File: src/verilog/mwx_pkg.sv
package mwx_pkg;

  // ****************************************
  // word geometry
  // ****************************************
  localparam int WORD_BITS    = 16;
  localparam int SCAN_WORDS   = 8;
  localparam int RESP_SLOTS   = 4;
  localparam int REGION_DEPTH = 16;

  // ****************************************
  // controller word 1 fields
  // ****************************************
  localparam int OUT_TOGGLE_POS  = 15;
  localparam int OUT_RESTART_POS = 14;
  localparam int OUT_RUN_POS     = 13;
  localparam int OUT_AXIS_HI     = 9;
  localparam int OUT_AXIS_LO     = 8;
  localparam int OUT_CMD_HI      = 7;
  localparam int OUT_CMD_LO      = 0;

  // ****************************************
  // status word 1 fields
  // ****************************************
  localparam int IN_TOGGLE_POS    = 15;
  localparam int IN_MODULE_OK_POS = 14;
  localparam int IN_A_PULSING_POS = 13;
  localparam int IN_A_STANDBY_POS = 12;
  localparam int IN_A_FAULT_POS   = 11;
  localparam int IN_B_PULSING_POS = 10;
  localparam int IN_B_STANDBY_POS = 9;
  localparam int IN_B_FAULT_POS   = 8;

  // ****************************************
  // axis selection and command codes
  // ****************************************
  localparam logic [1:0] AXIS_A    = 2'h1;
  localparam logic [1:0] AXIS_B    = 2'h2;
  localparam logic [1:0] AXIS_BOTH = 2'h3;

  localparam logic [7:0] CMD_CLEAR_ALL    = 8'h01;
  localparam logic [7:0] CMD_CLEAR_SYSTEM = 8'h02;
  localparam logic [7:0] CMD_CLEAR_AXIS   = 8'h03;

  // ****************************************
  // response layouts and handshake states
  // ****************************************
  typedef enum logic [1:0] {
    MWX_RESP_NONE   = 2'h0,
    MWX_RESP_SHORT  = 2'h1,
    MWX_RESP_LONG   = 2'h2,
    MWX_RESP_NOAXIS = 2'h3
  } mwx_resp_type;

  typedef enum logic [2:0] {
    MWX_IDLE  = 3'b001,
    MWX_WAIT  = 3'b010,
    MWX_FETCH = 3'b100
  } mwx_state_type;

  localparam logic [15:0] ZERO_WORD = 16'h0000;

endpackage

File: src/verilog/mwx_resp_mem.sv
module mwx_resp_mem #(
  parameter int WIDTH = 16,
  parameter int DEPTH = 32
) (
  input  wire logic                     clock,
  input  wire logic                     writeEnable,
  input  wire logic [$clog2(DEPTH)-1:0] writeAddr,
  input  wire logic [WIDTH-1:0]         writeData,
  input  wire logic [$clog2(DEPTH)-1:0] readAddr,
  output logic      [WIDTH-1:0]         readData
);

  initial begin
    if (DEPTH < 2 || WIDTH < 1) begin
      $error("mwx_resp_mem: unsupported geometry");
    end
  end

  logic [WIDTH-1:0] store [DEPTH];

  // no reset on purpose: contents are meaningless until the engine loads them
  always_ff @(posedge clock) begin
    if (writeEnable) begin
      store[writeAddr] <= writeData;
    end
    readData <= store[readAddr];
  end

endmodule // mwx_resp_mem

File: src/verilog/mwx_host_exchange.sv
// What this block does
// [RULE1] eight controller words in, eight status out
// [RULE2] controller refreshes both word sets every scan
// [RULE3] long transfers span several toggle handshakes
// [RULE4] word 1: toggle, command, axis, run
// [RULE5] restart bit falling edge reinitialises handshake
// [RULE6] run bit low halts pulse output
// [RULE7] words 2 to 8 carry command payload
// [RULE8] short writes: A in 2-3, B 4-5
// [RULE9] long axis writes use second layout
// [RULE10] axisless writes packed from word 2, counted
// [RULE11] status toggle follows controller toggle after work
// [RULE12] controller toggle announces new command
// [RULE13] axis A fault bit 11, B bit 8
// [RULE14] faults stick until explicit clear command
// [RULE15] status word 1 flag order, low byte system
// [RULE16] words 3-8 default until command asks otherwise
// [RULE17] short reads: A in 5-6, B 7-8
// [RULE18] short reads always carry both error codes
// [RULE19] dual-axis long reads: B before A
// [RULE20] axisless reads packed from word 5, counted
// [RULE21] clear all, system, or addressed axis faults
// [RULE22] serial commands on both axes start A first
// [RULE23] controller holds payload until toggles match
module mwx_host_exchange #(
  parameter int REGION_DEPTH = mwx_pkg::REGION_DEPTH
) (
  input  wire logic                     clock,
  input  wire logic                     reset,
  input  wire logic [15:0]              outWord1,
  input  wire logic [15:0]              outWord2,
  input  wire logic [15:0]              outWord3,
  input  wire logic [15:0]              outWord4,
  input  wire logic [15:0]              outWord5,
  input  wire logic [15:0]              outWord6,
  input  wire logic [15:0]              outWord7,
  input  wire logic [15:0]              outWord8,
  input  wire logic                     axisPulsingA,
  input  wire logic                     axisStandbyA,
  input  wire logic                     axisPulsingB,
  input  wire logic                     axisStandbyB,
  input  wire logic                     faultEventA,
  input  wire logic                     faultEventB,
  input  wire logic                     sysFaultEvent,
  input  wire logic                     moduleReady,
  input  wire logic [7:0]               systemByte,
  input  wire logic [15:0]              extInputs,
  input  wire logic [5:0][15:0]         defaultWords,
  input  wire logic                     cmdSerial,
  input  wire logic                     cmdDone,
  input  wire logic                     cmdMore,
  input  wire logic [1:0]               respKind,
  input  wire logic [4:0]               respLenA,
  input  wire logic [4:0]               respLenB,
  input  wire logic [15:0]              errCodeA,
  input  wire logic [15:0]              errCodeB,
  input  wire logic                     loadValid,
  input  wire logic [4:0]               loadAddr,
  input  wire logic [15:0]              loadData,
  output logic      [15:0]              inWord1,
  output logic      [15:0]              inWord2,
  output logic      [15:0]              inWord3,
  output logic      [15:0]              inWord4,
  output logic      [15:0]              inWord5,
  output logic      [15:0]              inWord6,
  output logic      [15:0]              inWord7,
  output logic      [15:0]              inWord8,
  output logic                          pulseEnable,
  output logic                          cmdValid,
  output logic                          cmdContinue,
  output logic      [7:0]               cmdCode,
  output logic      [1:0]               cmdAxis,
  output logic      [6:0][15:0]         cmdPayload
);

  initial begin
    if (REGION_DEPTH != 16) begin
      $error("mwx_host_exchange: response regions must hold 16 words");
    end
  end

  // ****************************************
  // state
  // ****************************************
  typedef struct packed {
    mwx_pkg::mwx_state_type state;
    logic                   transferToggle;
    logic                   toggleSeen;
    logic                   restartPrev;
    logic                   runEnable;
    logic                   faultA;
    logic                   faultB;
    logic                   sysFault;
    logic                   cmdValid;
    logic                   cmdContinue;
    logic                   moreWrite;
    logic [7:0]             cmdCode;
    logic [1:0]             cmdAxis;
    logic                   pendingB;
    logic [1:0]             kind;
    logic                   showDefault;
    logic                   countDue;
    logic                   half;
    logic [1:0]             slot;
    logic [4:0]             lenA;
    logic [4:0]             lenB;
    logic [4:0]             remA;
    logic [4:0]             remB;
    logic [15:0]            word1;
    logic [15:0]            word2;
    logic [15:0]            word3;
    logic [15:0]            word4;
    logic [3:0][15:0]       resp;
    logic [6:0][15:0]       payload;
  } mwx_regs_type;

  mwx_regs_type r;
  mwx_regs_type next_r;

  logic [4:0]  readAddr;
  logic [15:0] readData;
  logic [15:0] fetchWord;
  logic        takeA;
  logic        takeB;
  logic        useCount;
  logic [4:0]  idxA;
  logic [4:0]  idxB;
  logic        outToggle;
  logic [1:0]  outAxis;
  logic [7:0]  outCode;
  logic        restartFall;
  logic        clearA;
  logic        clearB;
  logic        clearSys;

  mwx_resp_mem #(
    .WIDTH(mwx_pkg::WORD_BITS),
    .DEPTH(2 * REGION_DEPTH)
  ) respMem (
    .clock      (clock),
    .writeEnable(loadValid),
    .writeAddr  (loadAddr),
    .writeData  (loadData),
    .readAddr   (readAddr),
    .readData   (readData)
  );

  // ****************************************
  // word 1 decode and word selection for a response slot
  // ****************************************
  always_comb begin
    outToggle   = outWord1[mwx_pkg::OUT_TOGGLE_POS];
    outAxis     = outWord1[mwx_pkg::OUT_AXIS_HI:mwx_pkg::OUT_AXIS_LO];
    outCode     = outWord1[mwx_pkg::OUT_CMD_HI:mwx_pkg::OUT_CMD_LO];
    restartFall = r.restartPrev && !outWord1[mwx_pkg::OUT_RESTART_POS]; // RULE5
    idxA        = r.lenA - r.remA;
    idxB        = r.lenB - r.remB;
    useCount    = r.countDue && (r.slot == 2'h0); // RULE20
    takeB       = 1'b0;
    takeA       = 1'b0;
    readAddr    = 5'h00;
    if (r.kind == mwx_pkg::MWX_RESP_SHORT) begin
      readAddr = {r.slot[1], 3'h0, r.slot[0]}; // RULE17
    end else if (!useCount && r.remB != 5'h00) begin
      takeB    = 1'b1; // RULE19
      readAddr = {1'b1, idxB[3:0]};
    end else if (!useCount && r.remA != 5'h00) begin
      takeA    = 1'b1;
      readAddr = {1'b0, idxA[3:0]}; // RULE20
    end
    if (useCount) begin
      fetchWord = {11'h000, r.lenA};
    end else if (r.kind == mwx_pkg::MWX_RESP_SHORT || takeA || takeB) begin
      fetchWord = readData;
    end else begin
      fetchWord = mwx_pkg::ZERO_WORD;
    end
  end

  // ****************************************
  // next state
  // ****************************************
  always_comb begin
    next_r          = r;
    next_r.cmdValid = 1'b0;
    clearA          = 1'b0;
    clearB          = 1'b0;
    clearSys        = 1'b0;
    next_r.restartPrev = outWord1[mwx_pkg::OUT_RESTART_POS];
    next_r.runEnable   = outWord1[mwx_pkg::OUT_RUN_POS]; // RULE6
    next_r.word2       = extInputs;

    case (r.state)
      mwx_pkg::MWX_IDLE: begin
        // a toggle edge is one handshake; payload is held until we echo
        if (!outWord1[mwx_pkg::OUT_RESTART_POS] && outToggle != r.toggleSeen) begin // RULE12
          next_r.toggleSeen = outToggle;
          if (r.kind != mwx_pkg::MWX_RESP_NONE && (r.remA != 5'h00 || r.remB != 5'h00)) begin
            next_r.state = mwx_pkg::MWX_FETCH; // RULE3
            next_r.slot  = 2'h0;
            next_r.half  = 1'b0;
          end else begin
            next_r.state       = mwx_pkg::MWX_WAIT;
            next_r.cmdValid    = 1'b1;
            next_r.cmdContinue = r.moreWrite; // RULE3
            next_r.cmdCode     = outCode; // RULE4
            next_r.payload     = {outWord8, outWord7, outWord6, outWord5,
                                  outWord4, outWord3, outWord2}; // RULE7 RULE8 RULE9 RULE10
            next_r.cmdAxis     = outAxis;
            next_r.pendingB    = 1'b0;
            if (outAxis == mwx_pkg::AXIS_BOTH && cmdSerial) begin
              next_r.cmdAxis  = mwx_pkg::AXIS_A; // RULE22
              next_r.pendingB = 1'b1;
            end
            if (!r.moreWrite && !restartFall) begin
              clearA   = (outCode == mwx_pkg::CMD_CLEAR_ALL) ||
                         (outCode == mwx_pkg::CMD_CLEAR_AXIS && outAxis[0]); // RULE21
              clearB   = (outCode == mwx_pkg::CMD_CLEAR_ALL) ||
                         (outCode == mwx_pkg::CMD_CLEAR_AXIS && outAxis[1]);
              clearSys = (outCode == mwx_pkg::CMD_CLEAR_ALL) ||
                         (outCode == mwx_pkg::CMD_CLEAR_SYSTEM);
            end
          end
        end
      end
      mwx_pkg::MWX_WAIT: begin
        if (cmdDone && r.pendingB) begin
          next_r.cmdValid = 1'b1; // RULE22
          next_r.cmdAxis  = mwx_pkg::AXIS_B;
          next_r.pendingB = 1'b0;
        end else if (cmdDone) begin
          next_r.moreWrite = cmdMore;
          next_r.kind      = respKind;
          next_r.lenA      = respLenA;
          next_r.lenB      = respLenB;
          next_r.remA      = respLenA;
          next_r.remB      = respLenB;
          next_r.countDue  = respKind == mwx_pkg::MWX_RESP_NOAXIS;
          if (respKind == mwx_pkg::MWX_RESP_NONE) begin
            next_r.showDefault    = 1'b1; // RULE16
            next_r.state          = mwx_pkg::MWX_IDLE;
            next_r.transferToggle = r.toggleSeen; // RULE11
          end else begin
            next_r.showDefault = 1'b0; // RULE16
            next_r.state       = mwx_pkg::MWX_FETCH;
            next_r.slot        = 2'h0;
            next_r.half        = 1'b0;
          end
        end
      end
      mwx_pkg::MWX_FETCH: begin
        // two cycles a slot: address, then registered memory data
        next_r.half = !r.half;
        if (r.half) begin
          next_r.resp[r.slot] = fetchWord;
          next_r.word3        = errCodeA; // RULE18
          next_r.word4        = errCodeB; // RULE18
          if (useCount) begin
            next_r.countDue = 1'b0;
          end
          if (takeA && r.kind != mwx_pkg::MWX_RESP_SHORT) begin
            next_r.remA = r.remA - 5'h01;
          end
          if (takeB && r.kind != mwx_pkg::MWX_RESP_SHORT) begin
            next_r.remB = r.remB - 5'h01;
          end
          if (r.slot == 2'h3) begin
            next_r.state          = mwx_pkg::MWX_IDLE;
            next_r.transferToggle = r.toggleSeen; // RULE11
            if (r.kind == mwx_pkg::MWX_RESP_SHORT) begin
              next_r.remA = 5'h00;
              next_r.remB = 5'h00;
            end
          end else begin
            next_r.slot = r.slot + 2'h1;
          end
        end
      end
      default: begin
        next_r.state = mwx_pkg::MWX_IDLE;
      end
    endcase

    if (restartFall) begin
      next_r.state          = mwx_pkg::MWX_IDLE; // RULE5
      next_r.transferToggle = 1'b0;
      next_r.toggleSeen     = 1'b0;
      next_r.kind           = mwx_pkg::MWX_RESP_NONE;
      next_r.remA           = 5'h00;
      next_r.remB           = 5'h00;
      next_r.moreWrite      = 1'b0;
      next_r.pendingB       = 1'b0;
      next_r.cmdValid       = 1'b0;
    end

    // a new fault event in the clear cycle still wins
    next_r.faultA   = faultEventA || (r.faultA && !clearA); // RULE14
    next_r.faultB   = faultEventB || (r.faultB && !clearB); // RULE14
    next_r.sysFault = sysFaultEvent || (r.sysFault && !clearSys);

    next_r.word1 = {r.transferToggle, moduleReady && !r.sysFault,
                    axisPulsingA, axisStandbyA, r.faultA,
                    axisPulsingB, axisStandbyB, r.faultB, systemByte}; // RULE13 RULE15
  end

  always_ff @(posedge clock) begin
    if (reset) begin
      r             <= '0;
      r.state       <= mwx_pkg::MWX_IDLE;
      r.showDefault <= 1'b1;
    end else begin
      r <= next_r;
    end
  end

  // ****************************************
  // outputs
  // ****************************************
  assign inWord1     = r.word1; // RULE1
  assign inWord2     = r.word2;
  assign inWord3     = r.showDefault ? defaultWords[0] : r.word3; // RULE16
  assign inWord4     = r.showDefault ? defaultWords[1] : r.word4;
  assign inWord5     = r.showDefault ? defaultWords[2] : r.resp[0];
  assign inWord6     = r.showDefault ? defaultWords[3] : r.resp[1];
  assign inWord7     = r.showDefault ? defaultWords[4] : r.resp[2];
  assign inWord8     = r.showDefault ? defaultWords[5] : r.resp[3];
  assign pulseEnable = r.runEnable; // RULE6
  assign cmdValid    = r.cmdValid;
  assign cmdContinue = r.cmdContinue;
  assign cmdCode     = r.cmdCode;
  assign cmdAxis     = r.cmdAxis;
  assign cmdPayload  = r.payload;

endmodule // mwx_host_exchange

File: config.mk
export PLATFORM = sky130hd
export DESIGN_NAME = mwx_host_exchange
export DESIGN_NICKNAME = d
export VERILOG_FILES = /design/src/verilog/mwx_pkg.sv /design/src/verilog/mwx_resp_mem.sv /design/src/verilog/mwx_host_exchange.sv
export SDC_FILE = /design/constraint.sdc
export NUM_CORES = 1
export LEC_CHECK = 0
export ABC_AREA = 1
export ABC_CLOCK_PERIOD_IN_PS = 2100
export BUFFER_PORTS_ARGS = -buffer_cell sky130_fd_sc_hd__buf_2
export CAP_MARGIN = 20
export CORE_ASPECT_RATIO = 0.8
export CORE_MARGIN = 4
export CORE_UTILIZATION = 46
export DETAILED_ROUTE_END_ITERATION = 7
export GPL_TIMING_DRIVEN = 0
export PLACE_DENSITY_LB_ADDON = 0.15
export SETUP_SLACK_MARGIN = 0.3
export SLEW_MARGIN = 25
export SYNTH_ARGS = -nofsm -noshare
export SYNTH_HDL_FRONTEND = slang
export SYNTH_SLANG_ARGS = --single-unit
File: constraint.sdc
create_clock -name clock -period 2.1 [get_ports clock]
set_input_delay 0.315 -clock clock [delete_from_list [all_inputs] [get_ports clock]]
set_output_delay 0.315 -clock clock [all_outputs]
set_load 0.03 [all_outputs]
==> results.sh, run 1 <==
export IMPL_cell_internal_pwr_mw=33.5
export IMPL_leakage_nw=21.6
export IMPL_setup_violations=242
export IMPL_die_h_um=257
export IMPL_cap_violations=0
export IMPL_worst_slew_pin_slew_ns=1.09
export IMPL_pin_count=580
export IMPL_worstPathArrival_ns=3.11
export IMPL_hpwl_mm=91.2
export IMPL_grt_pass1_wl_mm=193
export IMPL_power_density_mw_per_mm2=1050
export IMPL_wl_mm=139
export IMPL_numPortBuffers=576
export IMPL_switching_share=0.358
export IMPL_yosys_area_top_type="edfxtp_1"
export IMPL_htreeDepth=3
export IMPL_drive_gt1_frac=0.331
export IMPL_power_frac_clock=0.283
export IMPL_synth_top_cells_by_area="edfxtp_1 (43%), dfxtp_1 (17%), nand3_1 (7.6%), nand2_1 (6.7%), o21ai_0 (4.2%)"
export IMPL_holdPathStages=3
export IMPL_netlist_area_mm2=0.0356
export IMPL_cts_made_buffers=84
export IMPL_p_sw_mw=18.7
export IMPL_max_freq_mhz=386
export IMPL_synthFlopType="edfxtp_1"
export IMPL_worst_skew_pair_late_latency_ns=0.64
export IMPL_fin_skew_ns=0.0245
export IMPL_syn_area_per_cell_um2=9.51
export IMPL_hold_violations=0
export IMPL_vias_per_cell=5.46
export IMPL_core_mm2=0.0761
export IMPL_rows=90
export IMPL_irDropWorstVdd_mv=0.771
export IMPL_cp_start_kind="flop"
export IMPL_pre_cts_slack_ns=-0.972
export IMPL_first_pass_iters=8
export IMPL_initial_core_util=0.468
export IMPL_placed_area_mm2=0.0403
export IMPL_syn_nets=4089
export IMPL_postSynthCellCount=3748
export IMPL_grt_max_degree=33
export IMPL_ys_seq_elements=818
export IMPL_grt_antenna_before_repair=18
export IMPL_grt_usage=0.313
export IMPL_synth_edf_count=512
export IMPL_synth_seq_area_share=0.603
export IMPL_drt_initial_drc_count=3867
export IMPL_setup_ws_ns=-0.493
export IMPL_cts_root_buf="clkbuf_16"
export IMPL_layout_nets=5059
export IMPL_r2r_cells=14
export IMPL_wl_per_cell_um=23.8
export IMPL_comb_power_share=0.359
export IMPL_critPathRequiredTime_ns=2.61
export IMPL_status="finished with violations"
export IMPL_grt_ovfl_total=0
export IMPL_final_max_slew_violation_count=0
export IMPL_synth_top_area_frac=0.431
export IMPL_drtAntennaViolNets=0
export IMPL_cp_max_fo=10
export IMPL_cts_tree="yes"
export IMPL_area_growth_pct=39.2
export IMPL_vias=31700
export IMPL_pwr_share_seq=0.358
export IMPL_slew_headroom=0.274
export IMPL_finalCritPeriodShare=1.23
export IMPL_drcViolationCount=0
export IMPL_clock_sinks=818
export IMPL_endpoint_kind="flop"
export IMPL_synth_async_sr_flop_share=0
export IMPL_synth_cell_types=42
export IMPL_design_area_mm2=0.0496
export IMPL_clk_pin_slew_ns=0.06
export IMPL_rsz0062_at_grt="yes"
export IMPL_die_area_mm2=0.0820
export IMPL_power_mw=52.2
export IMPL_grt_pass1_vias=29600
export IMPL_hold_class="in2reg"
export IMPL_period_minus_slack_ns=2.59
export IMPL_criticalPathCategory="reg2reg"
export IMPL_violations="setup timing"
export IMPL_gp_congestion=0.922
export IMPL_clock_path_buffers=3
export IMPL_die_x_um=319
export IMPL_synth_warnings=0
[cells in the mapped netlist (4+ instances only)]
master,instances
buf_6,4
o21ai_0,301
nand3b_1,112
clkbuf_1,92
buf_4,176
a211oi_1,5
o21ai_1,4
inv_1,369
nor2_1,329
buf_2,100
dfxtp_1,306
buf_1,9
edfxtp_1,512
inv_2,7
nor2_2,5
mux2_2,44
a21oi_1,137
nand4_1,4
ha_1,12
nand2_1,639
xnor2_1,5
nand3_1,540
[path summary, 6_finish.rpt]
| check | startpoint | slack [ns] | end |
|---|---|---|---|
| max | r[255] | -0.49 | respMem.readData[6] |
| min | outWord1[0] | 0.03 | cmdCode[0] |
| max reg2reg | r[255] | -0.49 | respMem.readData[6] |
| min reg2reg | next_r[232] | 0.43 | inWord1[8] |
[registers in the layout, summed over array words and instances (netlist names)]
name	cells
cmdAxis	2
cmdCode	8
cmdContinue	1
cmdPayload	112
cmdValid	1
inWord1	16
inWord2	16
next_r	3
pulseEnable	1
r	130
respMem.readData	16
respMem.store	512
[cell usage in the layout, fill, tap and decap left out, drive strengths merged, types with 18 or more instances in the layout]
cell type    Yosys  final
buf            289    947
mux2            44     44
nand3          543    543
edfxtp         512    512
o21ai          305    305
dlygate4sd3      0    198
nor2           336    336
nand2          642    642
nand3b         112    112
a21oi          138    138
dfxtp          306    306
inv            376    378
clkbuf          92    245
clkinv           3     18
[routing by layer]
layer | GRT usage | vias to the layer above | routed length, µm
met5 | 0 | - | 0
met4 | 0.117 | 0 | 6850
met3 | 0.0786 | 388 | 14800
met2 | 0.463 | 1803 | 59700
met1 | 0.446 | 15100 | 57200
li1 | - | 14400 | -
[worst max-delay path, cell delays in order, from the launching register on]
cell and delay, ns:
dfxtp_1 0.30, inv_2 0.08, ha_1 0.14, inv_1 0.05
fa_1 0.37, xnor2_1 0.14, o21ai_1 0.21, nand2_2 0.16
inv_6 0.17, clkbuf_4 0.28, nand3_1 0.15, nand3_2 0.17
nand2_2 0.08, nand2_1 0.07, nand2_2 0.08
[repair_timing]
item / 4_1_cts / 5_1_grt
hold buffers: 198 / 0
hold endpoints to repair: 201 / 0
endpoints found under the setup margin: 407 / 599
buffers inserted: 36 / 29
pin swaps: 26 / 66
gates cloned: 23 / 10
gates resized for setup: 715 / 352
[cell type report]
| class | instances | area, µm² |
|---|---|---|
| Clock buffer | 126 | 2410 |
| Inverter | 379 | 1470 |
| Antenna cell | 16 | 40.0 |
| Tap cell | 1012 | 1270 |
| Multi-Input combinational cell | 2170 | 12400 |
| Buffer | 381 | 3390 |
| Timing Repair Buffer | 883 | 6820 |
| Clock inverter | 24 | 223 |
| Sequential cell | 818 | 21500 |
| Timing Repair inverter | 1 | 11.3 |
| Fill cell | 5894 | 26500 |
[power by group through the flow]
stage / clock network [mW] / logic, mW / registers [mW]
3_5_place_dp: 0 / 14.1 / 18.9
5_1_grt: 15.5 / 19.6 / 18.7
2_1_floorplan: 0 / 9.00 / 18.8
3_3_place_gp: 0 / 14.0 / 18.9
6_report: 14.8 / 18.7 / 18.7
4_1_cts: 14.8 / 16.8 / 18.6
[metrics by stage]
step | util | setup TNS, ns | hold WS (ns) | instances
2_1_floorplan | - | 0 | 0.390 | 3748
3_3_place_gp | 0.526 | -371.04 | 0.407 | 5336
3_5_place_dp | 0.529 | -189.59 | 0.412 | 5348
4_1_cts | 0.632 | -39.55 | 0.00972 | 5755
5_1_grt | 0.651 | -63.79 | 0.0361 | 5801
6_report | 0.652 | -47.24 | 0.0333 | 5810
[logic make-up (layout without fill, tap and decap cells)]
| family | count (synthesis) | in the layout | share of synthesized area |
|---|---|---|---|
| XOR/XNOR | 6 | 6 | 0.00147 |
| AND/OR/NAND/NOR | 1645 | 1645 | 0.207 |
| adder cells (fa/ha/maj) | 14 | 14 | 0.00534 |
| flip-flops | 818 | 818 | 0.603 |
| multiplexers | 44 | 44 | 0.0139 |
| other | 0 | 16 | 0 |
| AO/OA/AOI/OAI | 461 | 461 | 0.0665 |
| buffers and inverters | 760 | 1794 | 0.103 |
(Power assumes the default switching activity.)
==> run 2, diff against run 1 <==
--- a/config.mk
+++ b/config.mk
@@ -10,7 +10,7 @@
 export BUFFER_PORTS_ARGS = -buffer_cell sky130_fd_sc_hd__buf_2
 export CAP_MARGIN = 20
 export CORE_ASPECT_RATIO = 0.8
-export CORE_MARGIN = 4
+export CORE_MARGIN = 2
 export CORE_UTILIZATION = 46
 export DETAILED_ROUTE_END_ITERATION = 7
 export GPL_TIMING_DRIVEN = 0
==> constraint.sdc (replaced) <==
create_clock -name clock -period 2.1 [get_ports clock]
set_input_delay 0.42 -clock clock [delete_from_list [all_inputs] [get_ports clock]]
set_output_delay 0.42 -clock clock [all_outputs]
set_load 0.03 [all_outputs]
==> results.sh, run 2 (synthesis gave the netlist of run 1 again) <==
export IMPL_final_max_slew_violation_count=0
export IMPL_cts_made_buffers=84
export IMPL_max_freq_mhz=390
export IMPL_core_mm2=0.0769
export IMPL_met2_usage=0.460
export IMPL_drive_gt1_frac=0.326
export IMPL_endpoint_kind="flop"
export IMPL_cp_start_kind="flop"
export IMPL_clk_pin_slew_ns=0.07
export IMPL_worst_skew_pair_late_latency_ns=0.65
export IMPL_gp_congestion=0.960
export IMPL_criticalPathCategory="reg2reg"
export IMPL_grt_usage=0.309
export IMPL_vias_per_cell=5.35
export IMPL_cpMostUsedCell="nand2_2"
export IMPL_clock_path_buffers=3
export IMPL_rsz0062_at_grt="yes"
export IMPL_crit_chain="inv_2, ha_1, inv_1, fa_1, xnor2_1, o21ai_1, nand2_2, inv_8, buf_6, nand3_1, nand3_1, nand2_2, nand2_1, nand2_2"
export IMPL_vias=30600
export IMPL_grt_antenna_before_repair=19
export IMPL_slew_headroom=0.263
export IMPL_fin_skew_ns=0.0212
export IMPL_placed_cells=5362
export IMPL_die_x_um=315
export IMPL_gr_usage_met1=0.449
export IMPL_cp_max_fo=10
export IMPL_worstPathArrival_ns=3.08
export IMPL_hold_violations=0
export IMPL_slowest_stage="fa_1"
export IMPL_clock_sinks=818
export IMPL_worst_slew_pin_slew_ns=1.11
export IMPL_leakage_nw=21.3
export IMPL_drcViolationCount=0
export IMPL_use_met3=0.0778
export IMPL_r2r_cells=14
export IMPL_top_register="respMem.store"
export IMPL_die_area_mm2=0.0797
export IMPL_status="finished with violations"
export IMPL_period_minus_slack_ns=2.56
export IMPL_holdPathStages=3
export IMPL_finalCritPeriodShare=1.22
export IMPL_final_common_cell="nand2_1"
export IMPL_grt_max_degree=33
export IMPL_power_density_mw_per_mm2=1060
export IMPL_cap_violations=0
export IMPL_cts_root_buf="clkbuf_16"
export IMPL_rows=91
export IMPL_violations="setup timing"
export IMPL_wl_mm=129
export IMPL_fin_cells=5729
export IMPL_pin_count=580
export IMPL_setup_ws_ns=-0.464
export IMPL_drt_initial_drc_count=3708
export IMPL_critPathRequiredTime_ns=2.62
export IMPL_busiest_layer="met2"
export IMPL_numPortBuffers=576
export IMPL_layout_common_cells="nand2_1 (578), edfxtp_1 (512), buf_2 (492), nand3_1 (445), inv_1 (354)"
export IMPL_initial_core_util=0.464
export IMPL_drtAntennaViolNets=0
export IMPL_hpwl_mm=88.0
export IMPL_max_stage_delay_ns=0.37
export IMPL_irDropWorstVdd_mv=0.736
export IMPL_htreeDepth=3
export IMPL_setup_violations=266
export IMPL_design_area_mm2=0.0485
export IMPL_hold_class="in2reg"
export IMPL_placed_area_mm2=0.0403
export IMPL_grt_ovfl_total=0
export IMPL_first_pass_iters=6
export IMPL_grt_pass1_vias=28500
export IMPL_largest_reg_flops=512
export IMPL_die_h_um=253
export IMPL_wl_per_cell_um=22.5
export IMPL_cts_tree="yes"
export IMPL_layout_nets=4967
export IMPL_area_growth_pct=36.1
export IMPL_grt_pass1_wl_mm=182
-- run 2: final timing paths --
kind	start	endpoint	slack, ns
hold reg to reg	next_r[232]	inWord1[8]	0.42
setup / recovery	r[255]	respMem.readData[9]	-0.46
hold / removal	outWord4[0]	cmdPayload[32]	0.03
setup reg to reg	r[255]	respMem.readData[9]	-0.46
-- run 2: metal layers --
layer / share of wire / up-vias
met5: 0.0012 / -
met1: 0.42 / 14600
li1: - / 14200
met3: 0.11 / 292
met2: 0.44 / 1553
met4: 0.031 / 22
-- run 2: what timing repair did --
action	4_1_cts	5_1_grt
setup buffers	38	32
gates resized for setup	705	264
pin swaps	57	22
cloned	16	1
hold buffers	114	0
hold endpoints to repair	114	0
setup endpoints to repair	637	712
-- run 2: metrics by stage --
step	TNS [ns]	hold slack, ns	util	power (mW)	setup WS (ns)
after global placement	-415.61	0.408	0.521	32.8	-1.01
after global routing	-70.42	0.00936	0.631	52.9	-0.551
after detailed placement	-233.94	0.415	0.525	32.9	-0.906
after floorplan	0	0.390	-	27.8	0.0962
final	-49.99	0.0259	0.631	51.2	-0.464
after CTS	-30.56	0.00147	0.615	50.0	-0.417
-- run 2: critical path, delay by kind of cell, from the launching register on --
kind            cells  cell delay, ns
simple gates        6            0.75
fa+ha+maj           2            0.50
buf+inv             4            0.49
flops               1            0.31
compound gates      1            0.22
xor+xnor            1            0.15
-- run 2: where the power goes --
part / internal, mW / switching (mW) / leakage (nW) / total (mW)
combinational: 6.39 / 11.0 / 12.8 / 17.4
sequential: 18.1 / 0.476 / 7.12 / 18.6
clock: 8.66 / 6.53 / 1.34 / 15.2
total: 33.2 / 18.1 / 21.3 / 51.2
-- run 2: area by class of cell --
| type | instances | area, µm² |
|---|---|---|
| timing repair buffer | 792 | 5760 |
| sequential | 818 | 21500 |
| inverter | 379 | 1470 |
| fill | 6107 | 28400 |
| clock buffer | 108 | 2340 |
| buffer | 381 | 3460 |
| multi-input combinational | 2170 | 12200 |
| tap | 1023 | 1280 |
| clock inverter | 46 | 422 |
| antenna | 12 | 30.0 |
